===== config.mk =====
export PLATFORM = sky130hd
export DESIGN_NAME = sixteen_bit_timer_counter
export DESIGN_NICKNAME = d
export VERILOG_FILES = /design/src/timer_counter_pkg.sv /design/src/sixteen_bit_timer_counter.sv
export SDC_FILE = /design/constraint.sdc
export NUM_CORES = 1
export LEC_CHECK = 0
export BUFFER_PORTS_ARGS = -buffer_cell sky130_fd_sc_hd__buf_2
export CAP_MARGIN = 0
export CORE_ASPECT_RATIO = 1.25
export CORE_UTILIZATION = 28
export CTS_CLUSTER_SIZE = 12
export DETAILED_ROUTE_END_ITERATION = 8
export PLACE_DENSITY = 0.57
export SLEW_MARGIN = 25
export SYNTH_ARGS = -nofsm -noshare
export SYNTH_HDL_FRONTEND = slang
export SYNTH_SLANG_ARGS = --single-unit

===== constraint.sdc =====
create_clock -name clk_i -period 2.9 [get_ports clk_i]
set_input_delay 0.58 -clock clk_i [delete_from_list [all_inputs] [get_ports clk_i]]
set_output_delay 0.58 -clock clk_i [all_outputs]
set_load 0.02 [all_outputs]

===== src/timer_counter_pkg.sv =====
package timer_counter_pkg;

  // Register byte addresses on the Avalon-MM slave
  localparam logic [4:0] CONTROL_OFFSET = 5'h00;
  localparam logic [4:0] COUNT_LOW_OFFSET = 5'h04;
  localparam logic [4:0] COUNT_HIGH_OFFSET = 5'h08;
  localparam logic [4:0] FLAG_OFFSET = 5'h0C;
  localparam logic [4:0] COMPARE_LOW_OFFSET = 5'h10;
  localparam logic [4:0] COMPARE_HIGH_OFFSET = 5'h14;
  localparam logic [4:0] COMPARE_MODE_OFFSET = 5'h18;

  // Field positions in the flag register
  localparam int FLAG_BIT = 0;
  localparam int IRQ_ENABLE_BIT = 1;
  // Field position of the converter enable in the compare mode register
  localparam int ADC_ENABLE_BIT = 4;

  // Reset values
  localparam logic [7:0] CONTROL_RESET = 8'h00;
  localparam logic [15:0] COUNT_RESET = 16'h0000;
  localparam logic [7:0] BUFFER_RESET = 8'h00;
  localparam logic [15:0] COMPARE_RESET = 16'h0000;
  localparam logic [3:0] COMPARE_MODE_RESET = 4'h0;

  // Count limits and compare mode codes
  localparam logic [15:0] COUNT_MAX = 16'hFFFF;
  localparam logic [3:0] SPECIAL_EVENT_MODE = 4'hB;

  // Prescale codes
  localparam logic [1:0] PRESCALE_1 = 2'h0;
  localparam logic [1:0] PRESCALE_2 = 2'h1;
  localparam logic [1:0] PRESCALE_4 = 2'h2;
  localparam logic [1:0] PRESCALE_8 = 2'h3;

  typedef struct packed {
    logic wide_access_enable;
    logic unused_bit;
    logic [1:0] count_prescale_select;
    logic secondary_osc_enable;
    logic external_sync_disable;
    logic count_source_select;
    logic counter_run;
  } control_type;

  typedef struct packed {
    logic [4:0] address;
    logic read;
    logic write;
    logic [31:0] writedata;
    logic [3:0] byteenable;
  } bus_request_type;

endpackage


===== src/sixteen_bit_timer_counter.sv =====
// Behaviour
// - Control bit 7 selects buffered 16-bit access; clear means two 8-bit accesses.
// - Bits 5:4 pick prescale 1:1, 1:2, 1:4 or 1:8 of the count clock.
// - Control bit 6 is unimplemented and always reads zero.
// - Bit 3 enables the secondary oscillator; clear shuts its amplifier off.
// - With the oscillator enabled both oscillator pins are inputs regardless of direction.
// - Bit 2 disables external clock synchronisation; ignored for the internal source.
// - Bit 1 selects external rising-edge source; clear selects instruction clock.
// - Bit 0 runs the counter; when clear the count holds.
// - Internal source advances once per instruction cycle through the prescaler.
// - External source advances on rising edges of pin or enabled oscillator.
// - Count runs 0000h to FFFFh then wraps to 0000h.
// - Each wrap latches the overflow flag; interrupt only when enabled.
// - Compare special event mode 1011 trigger clears count and starts conversion.
// - A special event clear never sets the overflow flag.
// - A counter write in the trigger cycle wins over the clear.
// - In special event mode the compare pair sets the count period.
// - In 16-bit mode a low byte read snapshots the high byte into buffer.
// - In 16-bit mode a low byte write loads high byte from buffer together.
// - In 16-bit mode the high address reaches only the buffer.
// - Low byte writes clear the prescaler; high buffer writes leave it.
// - Oscillator keeps running during sleep; counting from it continues only with bit 2 set.
//
// Design decisions made here: the Avalon-MM register port and the register addresses.
`timescale 1ns/1ns
module sixteen_bit_timer_counter (
  input wire logic clk_i,
  input wire logic rstn_i,
  input wire logic [4:0] address_i,
  input wire logic read_i,
  input wire logic write_i,
  input wire logic [31:0] writedata_i,
  input wire logic [3:0] byteenable_i,
  output logic [31:0] readdata_o,
  output logic waitrequest_o,
  input wire logic sleep_i,
  input wire logic external_count_pin_i,
  input wire logic osc_input_pin_i,
  input wire logic [1:0] port_direction_i,
  input wire logic [1:0] port_out_i,
  output logic [1:0] pin_out_o,
  output logic [1:0] pin_oe_n_o,
  output logic osc_amp_enable_o,
  output logic irq_o,
  output logic adc_start_o
);

  timer_counter_pkg::bus_request_type req;
  timer_counter_pkg::control_type control;
  logic [15:0] count;
  logic [7:0] high_buffer;
  logic [15:0] compare_value_pair;
  logic [3:0] compare_unit_mode;
  logic adc_enable;
  logic overflow_flag;
  logic overflow_irq_enable;
  logic [2:0] prescale_count;
  logic ack;
  logic ext_q;
  logic ext_qd;
  logic sync_1;
  logic sync_2;
  logic sync_3;
  logic match_prev;

  logic access;
  logic accept_write;
  logic read_capture;
  logic low_lane;
  logic count_low_write;
  logic count_high_write;
  logic ext_source;
  logic ext_edge;
  logic source_tick;
  logic [2:0] prescale_limit;
  logic prescale_done;
  logic increment;
  logic match;
  logic trigger;
  logic wrap;
  logic flag_clear;

  assign req = '{address: address_i, read: read_i, write: write_i,
                 writedata: writedata_i, byteenable: byteenable_i};

  // Bus slave: one wait cycle per access, read data registered on the first edge
  assign access = (req.read || req.write) && !ack;
  assign waitrequest_o = (req.read || req.write) && !ack;
  assign accept_write = req.write && ack;
  assign read_capture = req.read && !ack;
  assign low_lane = req.byteenable[0];
  assign count_low_write = accept_write && low_lane &&
                           (req.address == timer_counter_pkg::COUNT_LOW_OFFSET);
  assign count_high_write = accept_write && low_lane &&
                            (req.address == timer_counter_pkg::COUNT_HIGH_OFFSET);

  always_ff @(posedge clk_i or negedge rstn_i) begin
    if (!rstn_i) begin
      ack <= 1'b0;
    end else begin
      ack <= access;
    end
  end

  always_ff @(posedge clk_i or negedge rstn_i) begin
    if (!rstn_i) begin
      readdata_o <= 32'h00000000;
    end else if (read_capture) begin
      readdata_o <= 32'h00000000;
      unique case (req.address)
        timer_counter_pkg::CONTROL_OFFSET: begin
          readdata_o[7:0] <= {control[7], 1'b0, control[5:0]};
        end
        timer_counter_pkg::COUNT_LOW_OFFSET: begin
          readdata_o[7:0] <= count[7:0];
        end
        timer_counter_pkg::COUNT_HIGH_OFFSET: begin
          if (control.wide_access_enable) begin
            readdata_o[7:0] <= high_buffer;
          end else begin
            readdata_o[7:0] <= count[15:8];
          end
        end
        timer_counter_pkg::FLAG_OFFSET: begin
          readdata_o[timer_counter_pkg::FLAG_BIT] <= overflow_flag;
          readdata_o[timer_counter_pkg::IRQ_ENABLE_BIT] <= overflow_irq_enable;
        end
        timer_counter_pkg::COMPARE_LOW_OFFSET: begin
          readdata_o[7:0] <= compare_value_pair[7:0];
        end
        timer_counter_pkg::COMPARE_HIGH_OFFSET: begin
          readdata_o[7:0] <= compare_value_pair[15:8];
        end
        timer_counter_pkg::COMPARE_MODE_OFFSET: begin
          readdata_o[3:0] <= compare_unit_mode;
          readdata_o[timer_counter_pkg::ADC_ENABLE_BIT] <= adc_enable;
        end
        default: begin
          readdata_o <= 32'h00000000;
        end
      endcase
    end
  end

  // Software registers
  always_ff @(posedge clk_i or negedge rstn_i) begin
    if (!rstn_i) begin
      control <= timer_counter_pkg::CONTROL_RESET;
      compare_value_pair <= timer_counter_pkg::COMPARE_RESET;
      compare_unit_mode <= timer_counter_pkg::COMPARE_MODE_RESET;
      adc_enable <= 1'b0;
      overflow_irq_enable <= 1'b0;
    end else if (accept_write && low_lane) begin
      unique case (req.address)
        timer_counter_pkg::CONTROL_OFFSET: begin
          control <= {req.writedata[7], 1'b0, req.writedata[5:0]};
        end
        timer_counter_pkg::FLAG_OFFSET: begin
          overflow_irq_enable <= req.writedata[timer_counter_pkg::IRQ_ENABLE_BIT];
        end
        timer_counter_pkg::COMPARE_LOW_OFFSET: begin
          compare_value_pair[7:0] <= req.writedata[7:0];
        end
        timer_counter_pkg::COMPARE_HIGH_OFFSET: begin
          compare_value_pair[15:8] <= req.writedata[7:0];
        end
        timer_counter_pkg::COMPARE_MODE_OFFSET: begin
          compare_unit_mode <= req.writedata[3:0];
          adc_enable <= req.writedata[timer_counter_pkg::ADC_ENABLE_BIT];
        end
        default: begin
          adc_enable <= adc_enable;
        end
      endcase
    end
  end

  // Oscillator amplifier and pin direction override
  assign osc_amp_enable_o = control.secondary_osc_enable;
  assign pin_out_o = port_out_i;
  assign pin_oe_n_o = control.secondary_osc_enable ? 2'b11 : port_direction_i;

  // External source: oscillator when enabled, else the count pin
  assign ext_source = control.secondary_osc_enable ? osc_input_pin_i
                                                   : external_count_pin_i;

  always_ff @(posedge clk_i or negedge rstn_i) begin
    if (!rstn_i) begin
      ext_q <= 1'b0;
      ext_qd <= 1'b0;
    end else begin
      ext_q <= ext_source;
      ext_qd <= ext_q;
    end
  end

  always_ff @(posedge clk_i or negedge rstn_i) begin
    if (!rstn_i) begin
      sync_1 <= 1'b0;
      sync_2 <= 1'b0;
      sync_3 <= 1'b0;
    end else begin
      sync_1 <= ext_source;
      sync_2 <= sync_1;
      sync_3 <= sync_2;
    end
  end

  // Synchronised path stops with the instruction clock in sleep; unsynchronised runs on
  always_comb begin
    if (control.external_sync_disable) begin
      ext_edge = ext_q && !ext_qd;
    end else begin
      ext_edge = sync_2 && !sync_3 && !sleep_i;
    end
  end

  assign source_tick = control.count_source_select ? ext_edge : !sleep_i;

  // Prescaler
  always_comb begin
    unique case (control.count_prescale_select)
      timer_counter_pkg::PRESCALE_1: prescale_limit = 3'h0;
      timer_counter_pkg::PRESCALE_2: prescale_limit = 3'h1;
      timer_counter_pkg::PRESCALE_4: prescale_limit = 3'h3;
      timer_counter_pkg::PRESCALE_8: prescale_limit = 3'h7;
    endcase
  end

  // A count left above a newly chosen smaller ratio completes at once instead of wrapping
  assign prescale_done = (prescale_count >= prescale_limit);

  always_ff @(posedge clk_i or negedge rstn_i) begin
    if (!rstn_i) begin
      prescale_count <= 3'h0;
    end else if (count_low_write) begin
      prescale_count <= 3'h0;
    end else if (control.counter_run && source_tick) begin
      prescale_count <= prescale_done ? 3'h0 : prescale_count + 3'h1;
    end
  end

  assign increment = control.counter_run && source_tick && prescale_done;

  // Special event trigger on a fresh compare match
  assign match = (compare_unit_mode == timer_counter_pkg::SPECIAL_EVENT_MODE) &&
                 (count == compare_value_pair);
  assign trigger = match && !match_prev;

  always_ff @(posedge clk_i or negedge rstn_i) begin
    if (!rstn_i) begin
      match_prev <= 1'b0;
    end else begin
      match_prev <= match;
    end
  end

  always_ff @(posedge clk_i or negedge rstn_i) begin
    if (!rstn_i) begin
      adc_start_o <= 1'b0;
    end else begin
      adc_start_o <= trigger && adc_enable;
    end
  end

  // A wide-mode high write only touches the buffer, so it must not mask a wrap
  assign wrap = increment && (count == timer_counter_pkg::COUNT_MAX) &&
                !trigger && !count_low_write &&
                !(count_high_write && !control.wide_access_enable);

  // Counter: software write, then trigger clear, then increment
  always_ff @(posedge clk_i or negedge rstn_i) begin
    if (!rstn_i) begin
      count <= timer_counter_pkg::COUNT_RESET;
    end else if (count_low_write) begin
      count[7:0] <= req.writedata[7:0];
      if (control.wide_access_enable) begin
        count[15:8] <= high_buffer;
      end
    end else if (count_high_write && !control.wide_access_enable) begin
      count[15:8] <= req.writedata[7:0];
    end else if (trigger) begin
      count <= timer_counter_pkg::COUNT_RESET;
    end else if (increment) begin
      count <= count + 16'h0001;
    end
  end

  // High byte buffer
  always_ff @(posedge clk_i or negedge rstn_i) begin
    if (!rstn_i) begin
      high_buffer <= timer_counter_pkg::BUFFER_RESET;
    end else if (count_high_write && control.wide_access_enable) begin
      high_buffer <= req.writedata[7:0];
    end else if (read_capture && control.wide_access_enable &&
                 (req.address == timer_counter_pkg::COUNT_LOW_OFFSET)) begin
      high_buffer <= count[15:8];
    end
  end

  // Overflow flag, set beats a software clear
  assign flag_clear = accept_write && low_lane &&
                      (req.address == timer_counter_pkg::FLAG_OFFSET) &&
                      !req.writedata[timer_counter_pkg::FLAG_BIT];

  always_ff @(posedge clk_i or negedge rstn_i) begin
    if (!rstn_i) begin
      overflow_flag <= 1'b0;
    end else if (wrap) begin
      overflow_flag <= 1'b1;
    end else if (flag_clear) begin
      overflow_flag <= 1'b0;
    end
  end

  assign irq_o = overflow_flag && overflow_irq_enable;

  // Checks
  a_ctrl_bit_six: assert property (@(posedge clk_i) disable iff (!rstn_i)
    (read_capture && req.address == timer_counter_pkg::CONTROL_OFFSET) |=> !readdata_o[6])
    else $error("control bit 6 read as one");

  a_wrap_sets_flag: assert property (@(posedge clk_i) disable iff (!rstn_i)
    wrap |=> (overflow_flag && count == 16'h0000))
    else $error("wrap did not zero count and set flag");

  a_trigger_clears_count: assert property (@(posedge clk_i) disable iff (!rstn_i)
    (trigger && !count_low_write && !count_high_write) |=> (count == 16'h0000))
    else $error("special event did not clear count");

  a_trigger_no_flag: assert property (@(posedge clk_i) disable iff (!rstn_i)
    (trigger && !overflow_flag) |=> !overflow_flag)
    else $error("special event set overflow flag");

  a_write_beats_trigger: assert property (@(posedge clk_i) disable iff (!rstn_i)
    (count_low_write && trigger) |=> (count[7:0] == $past(req.writedata[7:0])))
    else $error("trigger overrode counter write");

  a_stopped_holds: assert property (@(posedge clk_i) disable iff (!rstn_i)
    (!control.counter_run && !count_low_write && !count_high_write && !trigger)
      |=> $stable(count))
    else $error("stopped counter changed");

  a_osc_pins_input: assert property (@(posedge clk_i) disable iff (!rstn_i)
    control.secondary_osc_enable |-> (pin_oe_n_o == 2'b11))
    else $error("oscillator pin driven while oscillator enabled");

  a_irq_masked: assert property (@(posedge clk_i) disable iff (!rstn_i)
    (overflow_flag && !overflow_irq_enable) |-> !irq_o)
    else $error("interrupt raised while disabled");

  a_snapshot_high: assert property (@(posedge clk_i) disable iff (!rstn_i)
    (read_capture && control.wide_access_enable && !count_high_write &&
     req.address == timer_counter_pkg::COUNT_LOW_OFFSET)
      |=> (high_buffer == $past(count[15:8])))
    else $error("low byte read missed high byte snapshot");

  a_prescale_cleared: assert property (@(posedge clk_i) disable iff (!rstn_i)
    count_low_write |=> (prescale_count == 3'h0))
    else $error("low byte write left prescaler count");

  a_timer_steps: assert property (@(posedge clk_i) disable iff (!rstn_i)
    (control.counter_run && !control.count_source_select && !sleep_i &&
     control.count_prescale_select == timer_counter_pkg::PRESCALE_1 && !trigger &&
     !count_low_write && !count_high_write) |=> (count == $past(count) + 16'h0001))
    else $error("timer did not advance each cycle");

  c_overflow: cover property (@(posedge clk_i) disable iff (!rstn_i) wrap);
  c_special_event: cover property (@(posedge clk_i) disable iff (!rstn_i)
    trigger ##1 adc_start_o);
  c_wide_write: cover property (@(posedge clk_i) disable iff (!rstn_i)
    count_low_write && control.wide_access_enable);
  c_external_edge: cover property (@(posedge clk_i) disable iff (!rstn_i)
    control.count_source_select && increment);

endmodule


After elaboration in Yosys (flattened, before gate mapping):

Cells that the tools add are included.
W data, S select, Z words.

* logic and storage cells: 109
* output and inout port bits: 40
* input port bits: 52
* register bits after elaboration: 71

* reductions and logical operators: 49
* $add $sub $neg: 2
* muxes and demuxes: 21
* eq/ne operators: 13
* $lt $le $gt $ge: 1

Operators with widths (count)
* $mux W16: 3
* $mux W8: 5
* $logic_and A1 B1 Y1: 25
* $pmux W3 S6: 1
* $add A16 B1 Y16 const B: 1
* $eq A16 B16 Y1: 1
* $eq A16 B16 Y1 const B: 1
* $eq A5 B5 Y1 const B: 3
* $pmux W3 S5: 1
* $pmux W2 S7: 1
* $pmux W3 S4: 1
* $reduce_and A2 Y1: 6
* $eq A5 B4 Y1 const B: 2
* $logic_not A1 Y1: 10
* $mux W3: 3
* $reduce_bool A2 Y1: 3
* $eq A5 B3 Y1 const B: 1
* $logic_not A5 Y1: 1
* $mux W1: 5
* $eq A2 B2 Y1 const B: 2
* $eq A4 B4 Y1 const B: 1
* $reduce_bool A4 Y1: 1
* $add A3 B1 Y3 const B: 1
* $ge A3 B3 Y1: 1
* other kinds (6): 6

Logic depth before layout (Yosys ltp):

* depth after elaboration: 12
* gate-level depth with buffers: 9
* gate-level depth less buffers: 8

Worst setup path after synthesis:

OpenSTA, ideal clock, no wires.

* path kind: reg-to-reg
* start: reg control[5] (netlist bit)
* end: reg count[12]
* clock period less this slack: 2220 ps
* arrival: 2097 ps
* buffers on the path: 2
* data required time: 2777 ps
* library setup time: 123 ps
* cell stages (with the launch flop): 10
* slack: 680 ps
* cells stage by stage: dfrtp_1 -> or2_2 -> ha_1 -> nor2b_1 -> o21ai_0 -> nor2b_1 -> clkbuf_8 -> clkbuf_1 -> o22ai_1 -> o2bb2ai_1

* word-level cells in the longest chain between the ends: 5
* elaborated cells on any way between the ends: 8
* classes of those cells: order compare: 1; eq/ne: 3; mux: 1; reduce/logical: 3

Ends and longest elaborated chain
* from (decl): line sixteen_bit_timer_counter.sv:49 `timer_counter_pkg::control_type control;`
* from (signal assigned): line sixteen_bit_timer_counter.sv:148 `control <= timer_counter_pkg::CONTROL_RESET;`
* from (signal assigned): line sixteen_bit_timer_counter.sv:156 `control <= {req.writedata[7], 1'b0, req.writedata[5:0]};`
* $eq A2 B2 Y1 (tied with other cells): line sixteen_bit_timer_counter.sv:222 `unique case (control.count_prescale_select)`
* $pmux W3 S4 *: line sixteen_bit_timer_counter.sv:222
* $ge A3 B3 Y1 *: line sixteen_bit_timer_counter.sv:231 `assign prescale_done = (prescale_count >= prescale_limit);`
* $logic_and A1 B1 Y1 *: line sixteen_bit_timer_counter.sv:243 `assign increment = control.counter_run && source_tick && prescale_done;`
* $reduce_bool A4 Y1 (no source line) *
* to (signal assigned): line sixteen_bit_timer_counter.sv:274 `count <= timer_counter_pkg::COUNT_RESET;`
* to (signal assigned): line sixteen_bit_timer_counter.sv:278 `count[15:8] <= high_buffer;`
* to (signal assigned): line sixteen_bit_timer_counter.sv:281 `count[15:8] <= req.writedata[7:0];`
* to (decl): line sixteen_bit_timer_counter.sv:50 `logic [15:0] count;`

Mark *: on every way between the ends. The rest lies on a longest branch, timed or not.
A chain may end at the register's enable or synchronous reset.

Worst setup path in the final report:

* start: reg control[4] (netlist bit)
* end: reg count[5]

* word-level cells in the longest chain between the ends: 6
* elaborated cells on any way between the ends: 9
* classes of those cells: order compare: 1; eq/ne: 3; mux: 1; reduce/logical: 4

Ends and longest elaborated chain
* $eq A2 B2 Y1 (tied with other cells): line sixteen_bit_timer_counter.sv:222
* $pmux W3 S4 *: line sixteen_bit_timer_counter.sv:222
* $ge A3 B3 Y1 *: line sixteen_bit_timer_counter.sv:231
* $logic_and A1 B1 Y1 *: line sixteen_bit_timer_counter.sv:243
* $reduce_bool A3 Y1 (no source line) *
* $reduce_and A2 Y1 (no source line) *
* to (signal assigned): line sixteen_bit_timer_counter.sv:274
* to (signal assigned): line sixteen_bit_timer_counter.sv:276 `count[7:0] <= req.writedata[7:0];`
* to (signal assigned): line sixteen_bit_timer_counter.sv:283 `count <= timer_counter_pkg::COUNT_RESET;`

Marked as above.

==> results.md <==
| Quantity | Reported |
|:---|:---|
| Vias in the first global route | 3,785 |
| Max H-tree Level | 3 |
| Required time of the critical path | 3.15 ns |
| Total of fill cells in the finished design | 1,626 |
| Number of buffers inserted during clock tree synthesis | 9 |
| Power density cells | 591 nW/um2 |
| Number of vias per cell | 5.24 |
| Clock root buffer | sky130_fd_sc_hd__clkbuf_16 |
| WL final | 13,400 um |
| # nets final | 562 |
| Setup CP Type | reg -> reg |
| CTS Sinks | 71 |
| Die area | 16,700 um2 |
| Register area share after synthesis | 39.3% |
| Hold Path Class | in -> async |
| Clock Latency Late Sink | 0.34 ns |
| Commonest cells in the netlist | sky130_fd_sc_hd__dfrtp_1, sky130_fd_sc_hd__nand2_1, sky130_fd_sc_hd__mux2_2 |
| Post-CTS Repair Setup Buffers | 0 |
| Unrepaired setup endpoints after global routing | false |
| Mean post-synth cell area | 9.77 um2 |
| Vias | 3,781 |
| Synth warn | 0 |
| Initial cell density of the core | 28.8% |
| Average wire per cell in the routed design | 18.5 um |
| Number of antenna cells inserted | 0 |
| Number of standard-cell rows in the floorplan | 51 |
| Run status | finished, final reports clean |
| Clock tree from TritonCTS | done |
| Most used DFF post-synth | sky130_fd_sc_hd__dfrtp_1 |
| Total global routing overflow | 0 |
| Share of synthesized registers carrying an async set or reset | 100% |
| GP Congestion | 0.971 |
| Fin area | 5260 um2 |
| Clock input transition at the sequential cells of the worst setup and hold paths | 0.06 ns |
| Critical path peak fanout | 19 |
| Sequential Area | 1780 um2 |
| Final worst clock skew | 0.00707 ns |
| Detailed placement HPWL | 10,200 um |
| EDFF count, synth | 0 |
| Die Ht | 144 um |
| Startpoint class of the critical path | register |
| Endpoints failing setup | 0 |
| Leak pwr | 2.41 nW |
| Area taken by multi-input logic gates | 2420 um2 |
| Resized cells post-CTS | 0 |
| Worst Tran Pin Value | 0.668 ns |
| Share of final-layout standard cells stronger than drive strength 1 | 25.9% |
| Netlist cell types | 71 |
| Clock buffer depth | 2 |
| Tcrit/Tclk final | 88.0% |
| Global Route Usage Sum | 17.1% |
| Hold Fails Final Rpt | 0 |
| Maximum vdd drop | 309 uV |
| FMAX | 0.392 GHz |
| Area share of the largest cell type after synthesis | 39.3% |
| Final sum of negative setup slack | 0 ns |
| Maximum number of pins on one net before global-route repair | 72 |
| Yosys reg bits | 71 |
| CTS hold repair buffers | 0 |
| Relative slew slack | 55.5% |
| Netlist Area Pre-Place | 4520 um2 |
| Dominant cells by area after synthesis | sky130_fd_sc_hd__dfrtp_1, sky130_fd_sc_hd__mux2_2, sky130_fd_sc_hd__nand2_1 |
| Count of max-cap constraint violations | 0 |
| Most frequent cell after synthesis | sky130_fd_sc_hd__dfrtp_1 |
| DRC violation count after routing | 0 |
| Core Region | 15,700 um2 |
| Die X | 116 um |
| Final-report max-slew violation count | 0 |
| Area growth from synthesis to layout | 16.3% |
| Endpoint class of the critical path | register |
| Clock period minus final worst setup slack | 2.55 ns |
| Worst Path Arrival | 2.80 ns |
| Buffers on Ports | 36 |
| Post-DRT Antenna Nets | 0 |
| Gate count after technology mapping | 463 |
| First drt pass iteration count | 5 |
| Initial antenna violation count | 0 |
| Synth area leader | sky130_fd_sc_hd__dfrtp_1 |
| # IOs | 92 |
| First-pass GRT wire length | 21,100 um |
| Area after DPL | 4860 um2 |
| Detailed Route Iter0 Violations | 423 |
[critical path, cell delays in order (launching register included)]
cell and delay (ns):
sky130_fd_sc_hd__dfrtp_1 0.41, sky130_fd_sc_hd__or2_2 0.30, sky130_fd_sc_hd__ha_1 0.27, sky130_fd_sc_hd__nor2b_1 0.04
sky130_fd_sc_hd__o21ai_0 0.37, sky130_fd_sc_hd__nor2b_1 0.29, sky130_fd_sc_hd__buf_12 0.20, sky130_fd_sc_hd__inv_4 0.07
sky130_fd_sc_hd__a21o_1 0.23, sky130_fd_sc_hd__a221oi_2 0.27
[report_power, final]
group / total (mW) / leakage [nW] / switching, mW / internal (mW)
clock network: 1.47 / 0.193 / 0.436 / 1.04
logic: 0.462 / 1.26 / 0.288 / 0.174
registers: 1.17 / 0.951 / 0.104 / 1.07
total: 3.11 / 2.41 / 0.828 / 2.28
[worst paths after layout]
check	start	end	slack, ns	cells past startpoint
worst max-delay path	control[4]	count[5]	0.35	9
worst min-delay path	rstn_i	high_buffer[4]	0.26	1
worst max register to register	control[4]	count[5]	0.35	9
worst min register to register	sync_1	sync_2	0.37	0
max in group asynchronous	rstn_i	count[2]	2.18	1
min in group clk_i	sync_1	sync_2	0.37	0
[layer usage]
layer  global-route usage (%)  routed length (um)  part of all wire (%)  vias to the layer above
met2                     30.3                6880                    51                      155
met1                     19.4                5200                    39                     1858
met5                        0                   0                     0                        -
li1                         -                   -                     -                     1733
met3                     3.19                 779                   5.8                       35
met4                     8.84                 514                   3.8                        0
[registers in the layout, summed over array words and instances (netlist names), 3 cells and up]
name	count
count	16
high_buffer	8
compare_value_pair	16
prescale_count	3
compare_unit_mode	4
readdata_o	8
control	6
[layout make-up]
cell class,count,area share (%)
clock buffers,10,4.54
clock inverters,6,2.95
flip-flops and latches,71,33.8
inverters,15,1.12
well taps,212,5.04
repair buffers,55,6.49
multi-input cells,353,46.1
[placed cells by master (no fill, tap or decap), drive strengths merged, types with 5 or more instances in the layout]
cell type / instances
o21ai: 25
mux2: 34
o22ai: 10
buf: 55
a21oi: 22
a2bb2oi: 5
conb: 24
nand2: 56
bufinv: 5
xor2: 16
a21o: 5
nor3: 8
ha: 5
dfrtp: 71
nand3: 11
nor2: 29
a221oi: 10
mux2i: 9
clkbuf: 10
inv: 15
nor4: 6
and3: 8
a22oi: 11
[cell families (layout without fill, tap and decap cells)]
family | Yosys count | in the layout | share of synthesized area, %
xor+xnor | 17 | 17 | 3.29
buf+inv | 62 | 86 | 9.07
simple gates | 146 | 146 | 17.7
other cells | 1 | 24 | 0.0829
flops | 71 | 71 | 39.3
fa+ha+maj | 5 | 5 | 1.38
mux | 43 | 43 | 10.5
compound gates | 118 | 118 | 18.8
[metrics by stage]
stage	worst slack, ns	power [mW]	hold slack, ns	instances	utilization (%)
floorplan	0.680	1.50	0.284	486	-
global placement	0.343	1.64	0.355	706	31.0
detailed placement	0.324	1.65	0.357	706	31.0
CTS	0.314	3.13	0.370	722	33.5
global route	0.131	3.23	0.323	722	33.5
finish	0.347	3.11	0.261	722	33.5
(Power assumes the default switching activity.)
